[src/pkg/hcw_pkg.sv]
package hcw_pkg;

  // ----------------------------------------------------------------
  // Addresses and layout
  // ----------------------------------------------------------------
  localparam logic [7:0] HCW_CFG_ADDR      = 8'h7E; // Indirect index of the word
  localparam logic [7:0] HCW_RESET_VALUE   = 8'hFF; // Unprogrammed state
  localparam logic [7:0] HCW_RDATA_RESET   = 8'h00; // Readback while reset is held
  localparam logic [7:0] HCW_UNMAP_VALUE   = 8'h00; // Other indices read as zero
  localparam int         HCW_DBL_MSB       = 7;
  localparam int         HCW_DBL_LSB       = 6;
  localparam int         HCW_ABL_MSB       = 5;
  localparam int         HCW_ABL_LSB       = 4;
  localparam int         HCW_ABRO_BIT      = 3;
  localparam int         HCW_DBRO_BIT      = 2;
  localparam int         HCW_P0_BIT        = 1;
  localparam int         HCW_P23_BIT       = 0;

  // Brownout trip level codes
  typedef enum logic [1:0] {
    HCW_LVL_4V5 = 2'h0,
    HCW_LVL_4V2 = 2'h1,
    HCW_LVL_2V7 = 2'h2,
    HCW_LVL_2V5 = 2'h3
  } hcw_level_t;

  // Operating modes of the device
  typedef enum logic [1:0] {
    HCW_MODE_USER     = 2'h0,
    HCW_MODE_SER_PROG = 2'h1,
    HCW_MODE_PAR_PROG = 2'h3
  } hcw_mode_t;

  // Decoded controls
  typedef struct packed {
    hcw_level_t digital_brownout_level;
    hcw_level_t analog_brownout_level;
    logic       analog_brownout_reset_en;
    logic       digital_brownout_reset_en;
    logic       port0_ext_bus;
    logic       port2_ext_bus;
    logic       p3_strobes_en;
  } hcw_ctrl_t;

  // Controls while reset is held: erased levels, resets and buses off
  localparam hcw_ctrl_t HCW_CTRL_RESET = '{
    digital_brownout_level:    HCW_LVL_2V5,
    analog_brownout_level:     HCW_LVL_2V5,
    analog_brownout_reset_en:  1'b0,
    digital_brownout_reset_en: 1'b0,
    port0_ext_bus:             1'b0,
    port2_ext_bus:             1'b0,
    p3_strobes_en:             1'b0
  };

  // Loader states
  typedef enum logic [1:0] {
    HCW_ST_LOAD = 2'h0,
    HCW_ST_RUN  = 2'h1
  } hcw_state_t;

endpackage : hcw_pkg

[src/verilog/hcw_config_word.sv]
`timescale 1ns/1ps
// Notes on behaviour
// - Digital brownout level codes 0..3 pick 4.5, 4.2, 2.7, 2.5 V, and 3 is the erased default.
// - Analog brownout level codes 0..3 pick 4.5, 4.2, 2.7, 2.5 V, and 3 is the erased default.
// - Analog brownout reset is applied only when its disable bit is 0, default off.
// - Digital brownout reset is applied only when its disable bit is 0, default off.
// - Port-0 select 0 gives port 0 to the external bus with P3.6/P3.7 as strobes, 1 is GPIO.
// - Ports-2/3 select 0 gives port 2 to the external bus with P3.6/P3.7 as strobes, 1 is GPIO.
// - The word at index 7Eh is written only in programming mode and is readable in user mode.
// - Configuration changes outside serial or parallel programming mode are ignored.
module hcw_config_word (
  input  wire logic               clk,
  input  wire logic               rst_n,
  input  wire hcw_pkg::hcw_mode_t mode,
  input  wire logic [7:0]         config_index_reg,
  input  wire logic [7:0]         config_value_wdata,
  input  wire logic               config_value_wr,
  output logic [7:0]              config_value_rdata,
  output logic [7:0]              stored_word,
  output hcw_pkg::hcw_ctrl_t      ctrl,
  output logic                    loaded
);
  import hcw_pkg::*;

  // ----------------------------------------------------------------
  // Declarations
  // ----------------------------------------------------------------

  // Non-volatile cell model, kept across reset
  logic [7:0] store_reg;
  logic [7:0] store_next;

  // Readback of the indirect data register
  logic [7:0] rdata_reg;
  logic [7:0] rdata_next;

  // Word captured at the last reset release
  logic [7:0] live_reg;
  logic [7:0] live_next;

  // Decoded controls held until the next reset
  hcw_ctrl_t  ctrl_reg;
  hcw_ctrl_t  ctrl_next;

  // Loader sequence and its done flag
  hcw_state_t state_reg;
  hcw_state_t state_next;
  logic       loaded_reg;
  logic       loaded_next;

  // Qualifiers of the indirect access
  logic       prog_mode;
  logic       index_hit;
  logic       write_ok;

  // Fields of the cell, split out for decode
  hcw_level_t dbl_field;
  hcw_level_t abl_field;
  logic       abro_off;
  logic       dbro_off;
  logic       p0_gpio;
  logic       p23_gpio;
  hcw_ctrl_t  decoded;

  // ----------------------------------------------------------------
  // Access qualifiers
  // ----------------------------------------------------------------

  // Writes only in serial or parallel programming
  assign prog_mode = (mode == HCW_MODE_SER_PROG) || (mode == HCW_MODE_PAR_PROG);

  // Only one index maps to this word
  assign index_hit = (config_index_reg == HCW_CFG_ADDR);

  // Write strobe qualified by index and mode
  assign write_ok  = config_value_wr && prog_mode && index_hit;

  // ----------------------------------------------------------------
  // Cell model
  // ----------------------------------------------------------------

  // Next cell content: a qualified write replaces the byte
  always_comb begin
    store_next = store_reg;
    if (write_ok) begin
      store_next = config_value_wdata;
    end
  end

  // No reset here, or a reset would erase the stored word
  always_ff @(posedge clk) begin
    store_reg <= store_next;
  end

  // ----------------------------------------------------------------
  // Readback
  // ----------------------------------------------------------------

  // Word readable in any mode, other indices read as zero
  always_comb begin
    rdata_next = HCW_UNMAP_VALUE;
    if (index_hit) begin
      rdata_next = store_reg;
    end
  end

  // One cycle from index to data
  always_ff @(posedge clk or negedge rst_n) begin
    if (!rst_n) begin
      rdata_reg <= HCW_RDATA_RESET;
    end else begin
      rdata_reg <= rdata_next;
    end
  end

  // ----------------------------------------------------------------
  // Field split
  // ----------------------------------------------------------------

  // Digital trip level from its two-bit code
  always_comb begin
    case (hcw_level_t'(store_reg[HCW_DBL_MSB:HCW_DBL_LSB]))
      HCW_LVL_4V5: begin
        dbl_field = HCW_LVL_4V5;
      end
      HCW_LVL_4V2: begin
        dbl_field = HCW_LVL_4V2;
      end
      HCW_LVL_2V7: begin
        dbl_field = HCW_LVL_2V7;
      end
      default: begin
        dbl_field = HCW_LVL_2V5;
      end
    endcase
  end

  // Analog trip level from its two-bit code
  always_comb begin
    case (hcw_level_t'(store_reg[HCW_ABL_MSB:HCW_ABL_LSB]))
      HCW_LVL_4V5: begin
        abl_field = HCW_LVL_4V5;
      end
      HCW_LVL_4V2: begin
        abl_field = HCW_LVL_4V2;
      end
      HCW_LVL_2V7: begin
        abl_field = HCW_LVL_2V7;
      end
      default: begin
        abl_field = HCW_LVL_2V5;
      end
    endcase
  end

  // Single-bit disable and select fields
  always_comb begin
    abro_off = store_reg[HCW_ABRO_BIT];
    dbro_off = store_reg[HCW_DBRO_BIT];
    p0_gpio  = store_reg[HCW_P0_BIT];
    p23_gpio = store_reg[HCW_P23_BIT];
  end

  // ----------------------------------------------------------------
  // Decode
  // ----------------------------------------------------------------

  // Active-high enables are the inverse of the stored bits, the strobe enable is the OR of both inverted port selects
  always_comb begin
    decoded.digital_brownout_level    = dbl_field;
    decoded.analog_brownout_level     = abl_field;
    decoded.analog_brownout_reset_en  = ~abro_off;
    decoded.digital_brownout_reset_en = ~dbro_off;
    decoded.port0_ext_bus             = ~p0_gpio;
    decoded.port2_ext_bus             = ~p23_gpio;
    decoded.p3_strobes_en             = ~p0_gpio | ~p23_gpio;
  end

  // ----------------------------------------------------------------
  // Loader
  // ----------------------------------------------------------------

  // First edge after reset release captures word and controls
  always_comb begin
    state_next  = state_reg;
    loaded_next = loaded_reg;
    live_next   = live_reg;
    ctrl_next   = ctrl_reg;
    case (state_reg)
      HCW_ST_LOAD: begin
        live_next   = store_reg;
        ctrl_next   = decoded;
        loaded_next = 1'b1;
        state_next  = HCW_ST_RUN;
      end
      HCW_ST_RUN: begin
        state_next = HCW_ST_RUN;
      end
      default: begin
        state_next  = HCW_ST_LOAD;
        loaded_next = 1'b0;
      end
    endcase
  end

  // Async reset parks the loader and shows erased controls
  always_ff @(posedge clk or negedge rst_n) begin
    if (!rst_n) begin
      state_reg  <= HCW_ST_LOAD;
      loaded_reg <= 1'b0;
      live_reg   <= HCW_RESET_VALUE;
      ctrl_reg   <= HCW_CTRL_RESET;
    end else begin
      state_reg  <= state_next;
      loaded_reg <= loaded_next;
      live_reg   <= live_next;
      ctrl_reg   <= ctrl_next;
    end
  end

  // ----------------------------------------------------------------
  // Outputs
  // ----------------------------------------------------------------

  // Every output comes from a flip-flop
  assign config_value_rdata = rdata_reg;
  assign stored_word        = live_reg;
  assign ctrl               = ctrl_reg;
  assign loaded             = loaded_reg;

endmodule : hcw_config_word

[config.mk]
export PLATFORM = sky130hd
export DESIGN_NAME = hcw_config_word
export DESIGN_NICKNAME = d
export VERILOG_FILES = /design/src/pkg/hcw_pkg.sv /design/src/verilog/hcw_config_word.sv
export SDC_FILE = /design/constraint.sdc
export NUM_CORES = 1
export LEC_CHECK = 0
export BUFFER_PORTS_ARGS = -buffer_cell sky130_fd_sc_hd__buf_2
export CAP_MARGIN = 10
export CORE_AREA = 2 2 40 79
export DETAILED_ROUTE_END_ITERATION = 12
export DIE_AREA = 0 0 42 81
export HOLD_SLACK_MARGIN = 0.1
export PLACE_DENSITY = 0.74
export RECOVER_POWER = 25
export SYNTH_ARGS = -nofsm -noshare
export SYNTH_HDL_FRONTEND = slang
export SYNTH_SLANG_ARGS = --single-unit
[constraint.sdc]
create_clock -name clk -period 1.4 [get_ports clk]
set_clock_uncertainty 0.2 [all_clocks]
set_input_delay 0 -clock clk [delete_from_list [all_inputs] [get_ports clk]]
set_output_delay 0 -clock clk [all_outputs]
set_load 0.02 [all_outputs]
; ---- After elaboration in Yosys (flattened, before gate mapping)
; Cells that the tools add are included.
[op_classes]
n_eq_ne = 8
mux = 5
bitwise_logic = 5
n_reduce_logical = 7
[op_table]
columns = operator, n
row1 = one-hot mux 2 bit (3 select lines), 2
row2 = "equality test 2 x 1 -> 1 bit, second input constant", 4
row3 = "equality test 8 x 7 -> 1 bit, second input constant", 1
row4 = 2-to-1 mux 8 bit, 1
row5 = "equality test 2 bit, second input constant", 3
row6 = logical NOT 2 bit, 3
row7 = NOT 1 bit, 4
row8 = logical AND 1 bit, 2
row9 = one-hot mux 1 bit (2 select lines), 1
row10 = OR reduction 2 bit, 1
row11 = logical OR 1 bit, 1
row12 = 2-to-1 mux 1 bit, 1
row13 = OR 1 bit, 1
[totals]
register_bits = 36
in_bits = 21
output_inout_bits = 26

; ---- Depth between registers and ports, before layout
[logic_depth]
depth_word = 4
depth_mapped = 3

; ---- Least setup slack after synthesis
; Ideal clock, no wire load.
[synth_timing]
kind = input to register
from = input port config_index_reg[7]
to = register store_reg[0] (enable)
setup_time_ns = 0.370
arrival_ns = 0.658
required_time_ns = 0.830
setup_slack_ns = 0.172
cell_stages = 2
path_buffers = 0
path_cell_list = nand4b_4 -> nor3_2
[synth_between]
elab_chain_cells = 2
[synth_rtl]
columns = item, line
row1 = from (decl), hcw_config_word.sv:15  ; input wire logic [7:0] config_index_reg,
row2 = equality test 8 x 7 -> 1 bit, hcw_config_word.sv:73  ; assign index_hit = (config_index_reg == HCW_CFG_ADDR);
row3 = logical AND 1 bit, hcw_config_word.sv:76  ; assign write_ok = config_value_wr && prog_mode && index_hit;
row4 = net write_ok, hcw_config_word.sv:54  ; logic write_ok;
row5 = to (signal assigned), hcw_config_word.sv:92  ; store_reg <= store_next;
row6 = to (decl), hcw_config_word.sv:30  ; logic [7:0] store_reg;
; The timed path passes the listed nets, and every way through them passes these cells.
; A chain may end at the register's enable or synchronous reset.

; ---- Worst setup path after layout
[layout_timing]
from = input port config_index_reg[0]
to = register store_reg[0] (enable)
; The elaborated chain is that of the path after synthesis.

==> impl_metrics.csv <==
group,metric,value,unit
placement,pre_cts_slack,0.235,ns
synth,netlist.area_leader.share,0.296,
clock_network,cts_made_buffers,5,
route,vias,902,
finish,finish.net_count,189,
clock_network,numClockSinks,35,
job,cap_violations,0,
power_and_ir_drop,power.leakage,0.000908,uW
critical_path,cp_data_required_time,1.20,ns
finish,fillers,235,
synth,netlist_area,1270,um^2
synth,synth.ff_latch_count,35,
clock_network,clk_latency,0.27,ns
synth,cell_variety_after_synth,14,
synth,yosys.area.top_type,"sky130_fd_sc_hd__dfrtp_1",
sta,max_slew.worst_pin.slew,0.641,ns
placement,placer_congestion_estimate,0.762,
critical_path,worst-setup-path-type,"in2reg",
route,vias_per_cell,4.53,
critical_path,cp_data_arrival_time,1.17,ns
sta,report.final.hold_viol_count,3,
critical_path,critical_path.slowest_cell,"sky130_fd_sc_hd__dlygate4sd3_1",
global_route,initial_antenna_violation_count,0,
die,width_of_the_die,42,um
synth,total_nets_after_synthesis,119,
sta,final_min_period_over_clock_period,0.980,
clock_network,cts-root-buf,"sky130_fd_sc_hd__clkbuf_8",
route,drt_pre_antenna_iters,4,
clock_network,cts_tree,"yes",
power_and_ir_drop,cellPowerDensity,1090,nW/um^2
die,die_height,81,um
sta,slew_violations,0,
hold_path,whs_endpoint,"config_value_rdata[6]",
critical_path,cp-start-kind,"input pin",
synth,yosys_synthesis_warning_count,0,
outcome,failed_checks,"negative hold slack",
synth,synthesis.instances,98,
sta,top_achievable_clock_speed,0.729,GHz
clock_network,cts_setup_buffers,0,
critical_path,cp_cell_sequence,"dlygate4sd3_1 > buf_2 > nand4b_4 > nor3_4 > buf_4",
critical_path,worst-r2r-cell-count,3,
global_route,number_of_global_route_vias_before_repair,947,
synth,synth_top_family_by_area,"simple AND/OR/NAND/NOR gates",
die,boundaryPins,47,
power_and_ir_drop,pnr_total_power,1970,uW
global_route,gr-total-overflow,0,
sta,slew_headroom,0.573,
finish,area_delta_synth_final,42.7,%
clock_network,cts.path.max_buffers,2,
synth,synth-adder-area-share,0,
finish,antenna_cells_inserted,0,
sta,timing.final.setup_violations,0,
hold_path,holdCritPathClass,"in2reg",
finish,post-route-util,0.638,
finish,layout.area.seq,931,um^2
clock_network,cts_max_level,2,
sta,finalWorstPathRequiredPeriod,1.37,ns
hold_path,worstHoldPathCells,4,
die,fp.dieArea,3400,um^2
placement,place.port_buffers,45,
route,drt_iter0_drc,19,
clock_network,cts_hold_buffers,16,
finish,finalNonFillerCells,199,
outcome,status,"finished, violations left",
sta,setup_total_negative_slack,0,ns
route,drcViolationCount,0,
route,wire_per_inst,12.1,um
die,rows,28,
placement,post-place-cells,175,
route,ant_nets,0,
synth,post_synth.cell_area_avg,12.9,um^2
critical_path,regToRegStartpoint,"state_reg[0]",
critical_path,worst_path_largest_cell_delay,0.54,ns
critical_path,crit_fanout,4,
global_route,global_route_wire_length_before_repair,3980,um
synth,fraction_of_the_mapped_netlist_area_in_compound_gates,0.0316,
synth,seq_area_frac_synth,0.734,
synth,post_synth_and_or_nand_nor_area_fraction,0.179,
finish,drive_above_1_share,0.420,
route,routed_wl,2400,um
sta,postLayoutSetupSlackWorst,0.0277,ns
die,initial_core_util,0.447,
global_route,grt_start_max_net_pins,28,
sta,rsz0062_at_grt,"no",
critical_path,rrSetupSlack,0.24,ns
placement,place.detailed.hpwl,1580,um
clock_network,path_clk_slew,0.06,ns
finish,multi_input_area,292,um^2
synth,post_synthesis_xor_xnor_area_fraction,0,
critical_path,regToRegEndpoint,"stored_word[5]",
synth,synth.mux.area_fraction,0.0118,
critical_path,crit_path_end_kind,"flop",
sta,hold_ws,-0.00265,ns
global_route,grt.total_usage,0.164,
hold_path,hold_start,"config_index_reg[5]",
die,fp.coreArea,2840,um^2
power_and_ir_drop,irDropWorstVdd,850,uV
synth,netlist_top_cells_area,"sky130_fd_sc_hd__dfrtp_1 (30%), sky130_fd_sc_hd__dfstp_2 (25%), sky130_fd_sc_hd__edfxtp_1 (19%)",
finish,largest_register_ff_count,9,
## cell families after synthesis
group                  after synthesis
AOI/OAI and AO/OA                    8
and+or+nand+nor                     42
DFF                                 35
other                                1
muxes                                1
buffers and inverters               11
## layout make-up
| type | count | share of cell area |
|---|---|---|
| timing repair buffer | 66 | 0.243 |
| multi-input combinational | 52 | 0.161 |
| tap | 30 | 0.0207 |
| sequential | 35 | 0.515 |
| inverter | 8 | 0.0166 |
| clock buffer | 8 | 0.0443 |
## cells in the final DEF, fill, tap and decap left out, drive strengths merged
cell	synthesis	layout
nand2b	5	5
dlygate4sd3	0	16
buf	3	49
nand2	26	26
conb	1	1
nor3	9	9
o21ai	8	8
clkbuf	0	9
nand4b	2	2
edfxtp	8	8
dfstp	12	12
inv	8	8
mux2	1	1
dfrtp	15	15
## metrics by stage
step,hold slack (ns),instance area [um^2]
floorplan,-0.496,1270
global placement,-0.185,1560
detailed placement,-0.165,1560
CTS,-0.0259,1800
global route,0.00217,1810
finish,-0.00265,1810
## cell usage after synthesis, drive strengths merged
cell type / count
inv: 8
nand2b: 5
nand2: 26
dfstp: 12
edfxtp: 8
buf: 3
mux2: 1
conb: 1
nand4b: 2
dfrtp: 15
o21ai: 8
nor3: 9
## layer usage
| layer | vias up | global-route usage | part of all wire |
|---|---|---|---|
| met4 | 0 | 0.0871 | 0.022 |
| met3 | 4 | 0.0511 | 0.070 |
| met1 | 399 | 0.161 | 0.38 |
| met2 | 47 | 0.298 | 0.52 |
| li1 | 452 | - | - |
| met5 | - | 0 | 0 |
## where the power goes
part	total (uW)	internal [uW]	switching, uW
sequential	1110	1090	16.7
combinational	200	93.2	107
clock	669	353	316
total	1970	1530	440
## what timing repair did
| action | in CTS | in global routing |
|---|---|---|
| setup endpoints to repair | 0 | 8 |
| gates resized for setup | 0 | 2 |
| hold endpoints to repair | 51 | 27 |
## worst max-delay path by stage
stage | startpoint | endpoint | slack, ns
after floorplan | config_index_reg[7] | store_reg[0] | 0.17
after global placement | config_index_reg[7] | store_reg[5] | 0.27
after detailed placement | config_index_reg[7] | store_reg[4] | 0.23
after CTS | config_index_reg[0] | store_reg[5] | 0.02
after global routing | config_index_reg[0] | store_reg[2] | 0.004
final | config_index_reg[0] | store_reg[0] | 0.03
## worst max-delay path: cells and delay by family
kind	cells	cell delay (ns)
buffers and inverters	3	0.83
and+or+nand+nor	2	0.34
No activity file was read; power rests on OpenSTA's default activity.
